--- config.mk ---
export PLATFORM = sky130hd
export DESIGN_NAME = adapter_llc_command_handler
export DESIGN_NICKNAME = d
export VERILOG_FILES = /design/src/hw/llc_cmd_pkg.sv /design/src/hw/adapter_llc_command_handler.sv
export SDC_FILE = /design/constraint.sdc
export NUM_CORES = 1
export LEC_CHECK = 0
export BUFFER_PORTS_ARGS = -buffer_cell sky130_fd_sc_hd__buf_2
export CORE_MARGIN = 2
export CORE_UTILIZATION = 45
export DETAILED_ROUTE_END_ITERATION = 12
export GPL_ROUTABILITY_DRIVEN = 0
export PLACE_DENSITY = 0.78
export SLEW_MARGIN = 0
export SYNTH_ARGS = -nofsm -noshare
export SYNTH_HDL_FRONTEND = slang
export SYNTH_SLANG_ARGS = --single-unit
export TNS_END_PERCENT = 20
--- constraint.sdc ---
create_clock -name MCLK -period 2 [get_ports MCLK]
set_clock_uncertainty 0.05 [all_clocks]
set_input_delay 0.3 -clock MCLK [delete_from_list [all_inputs] [get_ports MCLK]]
set_output_delay 0.3 -clock MCLK [all_outputs]
set_load 0.05 [all_outputs]
--- src/hw/llc_cmd_pkg.sv ---
package llc_cmd_pkg;

  // Command opcodes seen in the command word
  localparam logic [15:0] OP_READ_ADAPTER = 16'h000B;
  localparam logic [15:0] OP_MODIFY_OPTS = 16'h000D;
  localparam logic [15:0] OP_RESTORE_OPTS = 16'h000E;
  localparam logic [15:0] OP_LINK_RESET = 16'h0014;
  localparam logic [15:0] OP_SP_OPEN = 16'h0015;

  // Completion codes
  localparam logic [15:0] CC_GOOD_HI = 16'h8000;
  localparam logic [15:0] CC_GOOD_LO = 16'h0000;
  localparam logic [15:0] CC_BAD_STATION = 16'h0040;
  localparam logic [15:0] CC_GROUP_FAIL_A = 16'h0045;
  localparam logic [15:0] CC_GROUP_FAIL_B = 16'h0049;
  localparam logic [15:0] WORD_ZERO = 16'h0000;

  // Field positions and reset values
  localparam int WRAP_BIT = 0;
  localparam int PTR_HI_MSB = 7;
  localparam logic [15:0] OPTIONS_RESET = 16'h0000;
  localparam logic [7:0] SAP_ALL_LOW = 8'h00;

  // Link reset scope codes
  localparam logic [1:0] SCOPE_STATION = 2'h1;
  localparam logic [1:0] SCOPE_SAP = 2'h2;
  localparam logic [1:0] SCOPE_ALL = 2'h3;
  localparam logic [1:0] SCOPE_NONE = 2'h0;

  // Handler states
  typedef enum logic [3:0] {
    ST_IDLE = 4'b0001,
    ST_WAIT = 4'b0010,
    ST_REPLY = 4'b0100,
    ST_IRQ = 4'b1000
  } state_e;

  // Host command block
  typedef struct packed {
    logic [15:0] opcode;
    logic [15:0] param_first;
    logic [15:0] param_second;
  } cmd_s;

  // Status block written back to the host
  typedef struct packed {
    logic [15:0] opcode;
    logic [15:0] param_first;
    logic [15:0] param_second;
    logic [15:0] param_third;
  } reply_s;

endpackage : llc_cmd_pkg

--- src/hw/adapter_llc_command_handler.sv ---
// Operation
// - Memory read done: reply 000B and code 8000, then interrupt.
// - Modify-options replaces open options; wrap bit 0 is ignored.
// - Option word comes in first parameter; second parameter is ignored.
// - Modify-options done: reply opcode 000D, code 8000, then interrupt.
// - Restore-options 000E: options in first parameter, bit 0 ignored.
// - Restore-options done: reply opcode 000E, code 8000, then interrupt.
// - Option commands are rejected while the adapter is not open.
// - Link reset 0014 ends outstanding work of the station or service point.
// - Global link reset returns to the state right after adapter open.
// - Link reset rejected when adapter closed or link control disabled.
// - Identifier xx00 resets a service point; 0000 resets everything.
// - Link reset done: opcode 0014, code 0000 or 0040, identifier echoed.
// - Service-point open 0015 activates from the host parameter block.
// - Service-point open rejected if adapter closed or link control off.
// - Block pointer is 24 bits over two parameters; top byte ignored.
// - Open done: 0015, station in second word, failing group on 0045/0049.
`timescale 1ns/10ps
`default_nettype none
module adapter_llc_command_handler (
  // Clock and reset
  input wire logic MCLK,
  input wire logic RESETN,
  // Host command block
  input wire logic CMD_VALID,
  input wire llc_cmd_pkg::cmd_s CMD,
  // Adapter state
  input wire logic ADAPTER_OPEN,
  input wire logic LLC_ENABLE,
  input wire logic OPEN_LOAD,
  input wire logic [15:0] OPEN_OPTIONS_IN,
  // Memory read engine
  output logic READ_START,
  input wire logic READ_DONE,
  // Link station reset engine
  output logic LRST_START,
  output logic [1:0] LRST_SCOPE,
  output logic [15:0] LRST_STATION,
  input wire logic LRST_DONE,
  input wire logic LRST_BAD,
  // Service-point open engine
  output logic SP_START,
  output logic [23:0] SP_BLOCK_PTR,
  input wire logic SP_DONE,
  input wire logic [15:0] SP_STATUS,
  input wire logic [15:0] SP_STATION,
  input wire logic [15:0] SP_FAIL_GROUP,
  // Results
  output logic [15:0] OPTIONS,
  output llc_cmd_pkg::reply_s REPLY,
  output logic REPLY_WRITE,
  output logic STATUS_IRQ,
  output logic CMD_REJECT,
  output logic BUSY
);

  llc_cmd_pkg::state_e state_reg, state_next;
  llc_cmd_pkg::cmd_s cmd_reg, cmd_next;
  llc_cmd_pkg::reply_s reply_reg, reply_next;
  logic [15:0] opts_reg, opts_next;
  logic [15:0] saved_reg, saved_next;
  logic read_reg, read_next;
  logic lrst_reg, lrst_next;
  logic [1:0] scope_reg, scope_next;
  logic sp_reg, sp_next;
  logic [23:0] ptr_reg, ptr_next;
  logic wr_reg, wr_next;
  logic irq_reg, irq_next;
  logic rej_reg, rej_next;
  logic busy_reg, busy_next;
  logic llc_ok;
  assign llc_ok = ADAPTER_OPEN && LLC_ENABLE;
  // Command decode, completion and reply building
  always_comb begin
    state_next = state_reg;
    cmd_next = cmd_reg;
    reply_next = reply_reg;
    opts_next = opts_reg;
    saved_next = saved_reg;
    read_next = 1'b0;
    lrst_next = 1'b0;
    scope_next = scope_reg;
    sp_next = 1'b0;
    ptr_next = ptr_reg;
    wr_next = 1'b0;
    irq_next = 1'b0;
    rej_next = 1'b0;
    if (OPEN_LOAD) begin
      saved_next = OPEN_OPTIONS_IN;
      opts_next = OPEN_OPTIONS_IN;
    end
    case (state_reg)
      llc_cmd_pkg::ST_IDLE: begin
        if (CMD_VALID) begin
          cmd_next = CMD;
          case (CMD.opcode)
            llc_cmd_pkg::OP_READ_ADAPTER: begin
              read_next = 1'b1;
              state_next = llc_cmd_pkg::ST_WAIT;
            end
            llc_cmd_pkg::OP_MODIFY_OPTS,
            llc_cmd_pkg::OP_RESTORE_OPTS: begin
              if (!ADAPTER_OPEN) begin
                rej_next = 1'b1;
              end else begin
                // Keep wrap bit; second parameter unused
                opts_next = {CMD.param_first[15:1],
                  opts_reg[llc_cmd_pkg::WRAP_BIT]};
                state_next = llc_cmd_pkg::ST_REPLY;
              end
            end
            llc_cmd_pkg::OP_LINK_RESET: begin
              if (!llc_ok) begin
                rej_next = 1'b1;
              end else begin
                lrst_next = 1'b1;
                if (CMD.param_first == llc_cmd_pkg::WORD_ZERO) begin
                  scope_next = llc_cmd_pkg::SCOPE_ALL;
                end else if (CMD.param_first[7:0] ==
                             llc_cmd_pkg::SAP_ALL_LOW) begin
                  scope_next = llc_cmd_pkg::SCOPE_SAP;
                end else begin
                  scope_next = llc_cmd_pkg::SCOPE_STATION;
                end
                state_next = llc_cmd_pkg::ST_WAIT;
              end
            end
            llc_cmd_pkg::OP_SP_OPEN: begin
              if (!llc_ok) begin
                rej_next = 1'b1;
              end else begin
                sp_next = 1'b1;
                ptr_next = {CMD.param_first[llc_cmd_pkg::PTR_HI_MSB:0],
                            CMD.param_second};
                state_next = llc_cmd_pkg::ST_WAIT;
              end
            end
            default: begin
              rej_next = 1'b1;
            end
          endcase
        end
      end
      llc_cmd_pkg::ST_WAIT: begin
        case (cmd_reg.opcode)
          llc_cmd_pkg::OP_READ_ADAPTER: begin
            if (READ_DONE) begin
              state_next = llc_cmd_pkg::ST_REPLY;
            end
          end
          llc_cmd_pkg::OP_LINK_RESET: begin
            if (LRST_DONE) begin
              state_next = llc_cmd_pkg::ST_REPLY;
              reply_next.param_first = LRST_BAD ?
                llc_cmd_pkg::CC_BAD_STATION : llc_cmd_pkg::CC_GOOD_LO;
              reply_next.param_second = cmd_reg.param_first;
              reply_next.param_third = llc_cmd_pkg::WORD_ZERO;
              if (scope_reg == llc_cmd_pkg::SCOPE_ALL && !LRST_BAD) begin
                opts_next = saved_reg;
              end
            end
          end
          default: begin
            if (SP_DONE) begin
              state_next = llc_cmd_pkg::ST_REPLY;
              reply_next.param_first = SP_STATUS;
              reply_next.param_second = SP_STATION;
              reply_next.param_third =
                (SP_STATUS == llc_cmd_pkg::CC_GROUP_FAIL_A ||
                 SP_STATUS == llc_cmd_pkg::CC_GROUP_FAIL_B) ?
                SP_FAIL_GROUP : llc_cmd_pkg::WORD_ZERO;
            end
          end
        endcase
      end
      llc_cmd_pkg::ST_REPLY: begin
        // Whole status block written in one cycle ahead of the interrupt
        wr_next = 1'b1;
        reply_next.opcode = cmd_reg.opcode;
        // Link reset and service-point open filled their words when the engine answered
        if (cmd_reg.opcode != llc_cmd_pkg::OP_LINK_RESET &&
            cmd_reg.opcode != llc_cmd_pkg::OP_SP_OPEN) begin
          reply_next.param_first = llc_cmd_pkg::CC_GOOD_HI;
          reply_next.param_second = llc_cmd_pkg::WORD_ZERO;
          reply_next.param_third = llc_cmd_pkg::WORD_ZERO;
        end
        state_next = llc_cmd_pkg::ST_IRQ;
      end
      llc_cmd_pkg::ST_IRQ: begin
        irq_next = 1'b1;
        state_next = llc_cmd_pkg::ST_IDLE;
      end
      default: begin
        state_next = llc_cmd_pkg::ST_IDLE;
      end
    endcase
    busy_next = (state_next != llc_cmd_pkg::ST_IDLE); // Busy until idle
  end
  // State registers
  always_ff @(posedge MCLK or negedge RESETN) begin
    if (!RESETN) begin
      state_reg <= llc_cmd_pkg::ST_IDLE;
      cmd_reg <= '0;
      reply_reg <= '0;
      opts_reg <= llc_cmd_pkg::OPTIONS_RESET;
      saved_reg <= llc_cmd_pkg::OPTIONS_RESET;
      read_reg <= 1'b0;
      lrst_reg <= 1'b0;
      scope_reg <= llc_cmd_pkg::SCOPE_NONE;
      sp_reg <= 1'b0;
      ptr_reg <= '0;
      wr_reg <= 1'b0;
      irq_reg <= 1'b0;
      rej_reg <= 1'b0;
      busy_reg <= 1'b0;
    end else begin
      state_reg <= state_next;
      cmd_reg <= cmd_next;
      reply_reg <= reply_next;
      opts_reg <= opts_next;
      saved_reg <= saved_next;
      read_reg <= read_next;
      lrst_reg <= lrst_next;
      scope_reg <= scope_next;
      sp_reg <= sp_next;
      ptr_reg <= ptr_next;
      wr_reg <= wr_next;
      irq_reg <= irq_next;
      rej_reg <= rej_next;
      busy_reg <= busy_next;
    end
  end
  // Outputs straight from flops
  assign READ_START = read_reg;
  assign LRST_START = lrst_reg;
  assign LRST_SCOPE = scope_reg;
  assign LRST_STATION = cmd_reg.param_first;
  assign SP_START = sp_reg;
  assign SP_BLOCK_PTR = ptr_reg;
  assign OPTIONS = opts_reg;
  assign REPLY = reply_reg;
  assign REPLY_WRITE = wr_reg;
  assign STATUS_IRQ = irq_reg;
  assign CMD_REJECT = rej_reg;
  assign BUSY = busy_reg;
endmodule : adapter_llc_command_handler
`default_nettype wire

**Word level (Yosys, flattened, before mapping)**

Cells that the tools add are included.

- $lt $le $gt $ge: 0
- Reductions and logical operators: 14
- Div/mod/pow operators: 0
- Shifts and indexed selects: 0
- Multiplexer cells: 43
- Bitwise gates (word level): 0
- $mul: 0
- Add/sub/neg operators: 0
- Equal/unequal tests: 22

Operator list:

| kind | count |
|---|---|
| 48-bit case mux with 2 select lines | 2 |
| 48-bit two-way mux | 3 |
| 16-bit two-way mux | 8 |
| 16-bit by 4-bit == test with 1-bit output (second input constant) | 4 |
| 16-bit by 5-bit == test with 1-bit output (second input constant) | 3 |
| 16-bit by 7-bit == test with 1-bit output (second input constant) | 2 |
| 16-bit by 5-bit inequality test with 1-bit output (second input constant) | 2 |
| 16-bit case mux with 2 select lines | 1 |
| 4-bit two-way mux | 6 |
| 4-bit case mux with 3 select lines | 2 |
| 16-bit logical NOT | 1 |
| 1-bit two-way mux | 16 |
| 8-bit logical NOT | 1 |
| 4-bit case mux with 2 select lines | 1 |
| 4-bit AND reduction | 2 |
| 7-bit two-way mux | 1 |
| 5-bit AND reduction | 1 |
| 4-bit by 1-bit == test with 1-bit output (second input constant) | 1 |
| 4-bit by 2-bit == test with 1-bit output (second input constant) | 1 |
| 4-bit by 3-bit == test with 1-bit output (second input constant) | 1 |
| 4-bit == test (second input constant) | 1 |
| 2-bit two-way mux | 2 |
| 2-bit inequality test (second input constant) | 2 |
| 4-bit by 1-bit inequality test with 1-bit output (second input constant) | 1 |
| 11 further kinds | 14 |

- Logic and storage cells: 98
- Input port bits: 122
- Register bits: 165
- Memories kept: 0
- Memory bits (writable): 0
- Output and inout bits: 129
- Bits in read-only memories: 0
- Bits in latches: 0

**Depth between registers and ports, before layout**

- Depth after elaboration: 6
- Gate-level depth with buffers: 8

**Worst setup path before layout**

OpenSTA, ideal clock, no wires.

- Kind: register to register
- Start point: register state_reg[0]
- End point: register ptr_reg[10], in the netlist SP_BLOCK_PTR[10]
- Path slack: -0.208 ns
- Cell stages (with the launch flop): 9
- Period minus slack after synthesis: 2.208 ns
- Path buffers: 3
- Arrival: 2.033 ns
- Cell sequence: dfstp_2 -> buf_4 -> nand2_1 -> or4_4 -> buf_6 -> nor3_4 -> nand2_4 -> buf_6 -> mux2_4

- Longest elaborated chain between the ends: 2

RTL lines:

| what | RTL line | source |
|---|---|---|
| from (decl) | adapter_llc_command_handler.sv:57 | `llc_cmd_pkg::state_e state_reg, state_next;` |
| from (signal assigned) | adapter_llc_command_handler.sv:202 | `state_reg <= llc_cmd_pkg::ST_IDLE;` |
| from (signal assigned) | adapter_llc_command_handler.sv:217 | `state_reg <= state_next;` |
| 4-bit by 1-bit == test with 1-bit output | adapter_llc_command_handler.sv:92 | `case (state_reg)` |
| 4-bit AND reduction (no source line) | n/a |  |
| to (signal assigned) | adapter_llc_command_handler.sv:226 | `ptr_reg <= ptr_next;` |
| to (decl) | adapter_llc_command_handler.sv:66 | `logic [23:0] ptr_reg, ptr_next;` |

Every way passes these cells.
A chain may end at the register's enable or synchronous reset.

**Worst setup path in the final report**

- Start point: register cmd_reg[37] in the netlist's numbering
- End point: register reply_reg, in the netlist REPLY[29]

- Longest elaborated chain between the ends: 4

RTL lines:

| what | RTL line | source |
|---|---|---|
| from (decl) | adapter_llc_command_handler.sv:58 | `llc_cmd_pkg::cmd_s cmd_reg, cmd_next;` |
| from (signal assigned) | adapter_llc_command_handler.sv:218 | `cmd_reg <= cmd_next;` |
| 16-bit by 5-bit inequality test with 1-bit output, on equally long branches | adapter_llc_command_handler.sv:181, adapter_llc_command_handler.sv:182 |  |
| 1-bit logical AND | adapter_llc_command_handler.sv:181 | `if (cmd_reg.opcode != llc_cmd_pkg::OP_LINK_RESET &&` |
| 2-bit inequality test (no source line) | n/a |  |
| 5-bit AND reduction (no source line) | n/a |  |
| to (signal assigned) | adapter_llc_command_handler.sv:219 | `reply_reg <= reply_next;` |
| to (decl) | adapter_llc_command_handler.sv:59 | `llc_cmd_pkg::reply_s reply_reg, reply_next;` |

Parallel ways exist; a longest one is shown, timed or not.

==> results by group <==
Hold path
  – Hold/Removal Path Class: primary input to register

Detailed routing
  – Drt wl/cell: 18.35 um
  – Final WL: just over 20 mm
  – Antenna Violating Nets Remaining: 0
  – DRC: 0
  – Routed vias/inst: about 5.2
  – Iter 0 DRT Violations: between 300 and 400
  – DR vias: 5847
  – Router iterations before antenna repair: 5

Outcome
  – Status: finished, violations left
  – Failing checks: setup timing

Critical path
  – Arrival time worst endpoint: approximately 2.4 ns
  – CP max stage cell: dfrtp_1
  – Worst path cell trace: nor4_4 -> buf_4 -> nand4_1 -> a21oi_2 -> a31o_2 -> buf_12 -> mux2_2
  – CP max FO: 15
  – Setup crit end kind: register
  – Worst path bufs/invs: 2
  – Max stage delay on crit path: a little over 0.4 ns
  – Kind of critical path: register to register
  – WP data required: between 2 and 2.5 ns
  – Critical Path Source Type: register
  – Largest delay share family, worst path: simple AND/OR/NAND/NOR gates

Cells and area
  – Post-Layout Inst Area: 9910 um^2
  – Share of cells above drive strength 1: roughly half
  – Filler Cell Count: about 1300
  – Syn-to-layout area delta: 36.36%
  – Max FFs per register: 64
  – Nets: slightly above 1000

Synth
  – Yosys cell types: between 50 and 60
  – Sequential area share after synthesis: 56.84%
  – Yosys warns: 0
  – Post-synthesis cell area: around 7300 um^2
  – Yosys top cell area share: roughly 56%
  – Post-Syn Area per Cell: 12.09 um^2
  – Syn Nets: 723
  – Share of flip-flops with an asynchronous set or reset: 100.0%
  – Area leader, netlist: dfrtp_1
  – Post-synth EDFFs: 0
  – Synthesis-stage register bit count: ~170
  – Cells after Synth: 601
  – Synth Flop Type: dfrtp_1
  – Synth area leaders: dfrtp_1 56%, mux2_2 8.5%, nand2_1 7.0%

GRT
  – Initial antenna violation count: 1
  – Vias in the first global route: around 5900
  – GRT overflow: 0
  – Total Routing Usage GR: between 20% and 30%
  – Pin count of the biggest net entering global routing: 66
  – First-pass GRT wire length: about 31 mm

STA
  – Post-layout min period: 2.130 ns
  – Max Freq: ~470 MHz
  – Worst Max-Slew Pin Slew: ~0.58 ns
  – Final setup viols: between 80 and 90
  – Final Cycle Share: 106.5%
  – Setup_tns: -6.288 ns
  – Final WS setup: -0.1302 ns
  – Max Transition Viols Final: 0
  – Final hold violations: 0
  – Slew HR: between 60% and 70%
  – RSZ-0062 raised after global routing: yes

Die
  – Core Region: ~16000 um^2
  – Die height: between 100 and 150 um
  – Top Ports: between 200 and 300
  – Starting Density: between 40% and 50%
  – Row count: 46
  – Die area: 17180 um^2
  – Chip width: about 130 um

Power
  – VDD IR max: roughly 0.6 mV
  – Pwr dens: between 700 and 800 nW/um^2
  – P_leak: between 0.005 and 0.006 uW

Clock tree
  – Clock Latency Late Sink: roughly 0.42 ns
  – CTS clk-pin slew, worst paths: roughly 0.060 ns
  – CTS H-Tree Depth: 4
  – CTS max path bufs: 2
  – TritonCTS Buffers: 17
  – Root Buffer: clkbuf_16
  – CTS tree: built
  – Total clock sinks: around 170

Place
  – Post-DP Area: roughly 9100 um^2
  – DPL Wire Length: about 15 mm
  – IO buf count: 250

Run
  – MaxCap Viol Count: 0
-- worst reg2reg max path: cells and delay by family, from the launching register on --
kind / cells / cell delay, ns
buffers and inverters: 2 / 0.35
AO/OA/AOI/OAI: 2 / 0.35
flip-flops: 1 / 0.41
AND/OR/NAND/NOR: 2 / 0.50
multiplexers: 1 / 0.36
-- synthesized netlist by cell type, types with 2 or more instances --
master    number
mux2_2        55
o21ai_1        2
nand4_1        4
clkbuf_1      16
and3b_1        2
o21ai_0       16
a22oi_1       15
mux2i_1       17
a21oi_1       23
nor3_1         3
buf_4         21
nor4b_1        3
mux2_4        19
nor4_4         3
nand3_1        3
inv_1          6
nor2_1         2
dfrtp_1      164
nand2_1      136
a22o_1        30
buf_6          9
nor4_2         3
nand3b_1       3
xor2_1         2
nor3_4         2
nor4_1         7
buf_2          3
nor2b_1        2
-- routing by layer --
layer  vias to the layer above  part of all wire (%)  global-route usage (%)
li1                       2687                     -                       -
met1                      2896                    42                   30.74
met2                       230                    49                   38.56
met3                        34                   6.5                   5.763
met4                         0                   2.4                   9.887
met5                         -                     0                       0
-- layout by cell type (no fill, tap or decap), types with 4 or more instances in the layout --
| cell | Yosys | routed |
|---|---|---|
| nor4_4 | 3 | 5 |
| o21ai_1 | 2 | 15 |
| nand2_1 | 136 | 135 |
| inv_6 | 0 | 4 |
| inv_1 | 6 | 6 |
| mux2_4 | 19 | 27 |
| clkbuf_16 | 0 | 18 |
| dfrtp_1 | 164 | 163 |
| buf_4 | 21 | 54 |
| nor4_1 | 7 | 7 |
| nand4_1 | 4 | 4 |
| buf_6 | 9 | 6 |
| mux2i_1 | 17 | 17 |
| mux2_2 | 55 | 47 |
| buf_12 | 0 | 10 |
| a22oi_2 | 0 | 15 |
| buf_2 | 3 | 249 |
| a22o_1 | 30 | 30 |
| a21oi_1 | 23 | 22 |
-- what timing repair did --
| item | CTS | global route |
|---|---|---|
| setup buffers | 5 | 1 |
| resized for setup | 18 | 32 |
| gates cloned | 0 | 1 |
| endpoints found under the setup margin | 85 | 93 |
| pin swaps | 3 | 1 |
| hold buffers | 1 | 0 |
| endpoints found under the hold margin | 31 | 0 |
-- cell families (layout without fill, tap and decap cells) --
logic type	Yosys count	after routing	synth area share, %
AND/OR/NAND/NOR	191	191	14.03
flip-flops	165	165	56.84
AO/OA/AOI/OAI	96	96	9.126
multiplexers	91	91	14.79
buffers and inverters	56	359	4.976
XOR/XNOR	2	2	0.2411
other	0	1	0
-- final cells by class --
cell class	count	area (um^2)	area share, %
diodes	1	2.502	0.02525
clock buffers	20	456.7	4.609
clock inverters	12	141.4	1.427
inverters	6	22.52	0.2273
multi-input cells	380	2930	29.57
flip-flops and latches	165	4131	41.69
well taps	216	270.3	2.727
repair buffers	321	1954	19.72
-- through the flow --
stage          power, uW  std cells  hold slack [ns]  worst slack, ns  utilization, %
2_1_floorplan       4074        601         -0.04559         -0.09859               -
3_3_place_gp        4440       1080           0.1668          -0.2037           57.30
3_5_place_dp        4463       1080           0.1715          -0.2432           57.30
4_1_cts             7790       1118          0.01893          -0.1345           61.59
5_1_grt             8037       1121          0.02813          -0.2126           62.61
6_report            7726       1121          0.03528          -0.1302           62.61
-- power by group --
group	internal, uW	total [uW]	switching [uW]
Combinational	302	857	555
Clock	1930	3300	1370
Sequential	3460	3570	111
-- final timing paths --
check                           cells after the start  slack, ns                        start                      endpoint
worst min register to register                      2       0.45  LRST_STATION[1]$_DFFE_PN0P_   LRST_STATION[1]$_DFFE_PN0P_
worst max register to register                      7      -0.13      cmd_reg[37]$_DFFE_PN0P_         REPLY[29]$_DFFE_PN0P_
max in group asynchronous                           3       0.94                       RESETN         REPLY[17]$_DFFE_PN0P_
worst min-delay path                                3       0.04                      CMD[39]       cmd_reg[39]$_DFFE_PN0P_
worst max-delay path                                7      -0.13      cmd_reg[37]$_DFFE_PN0P_         REPLY[29]$_DFFE_PN0P_
min in group asynchronous                           2       0.29                       RESETN  SP_BLOCK_PTR[14]$_DFFE_PN0P_
No activity file was read; power rests on OpenSTA's default activity.
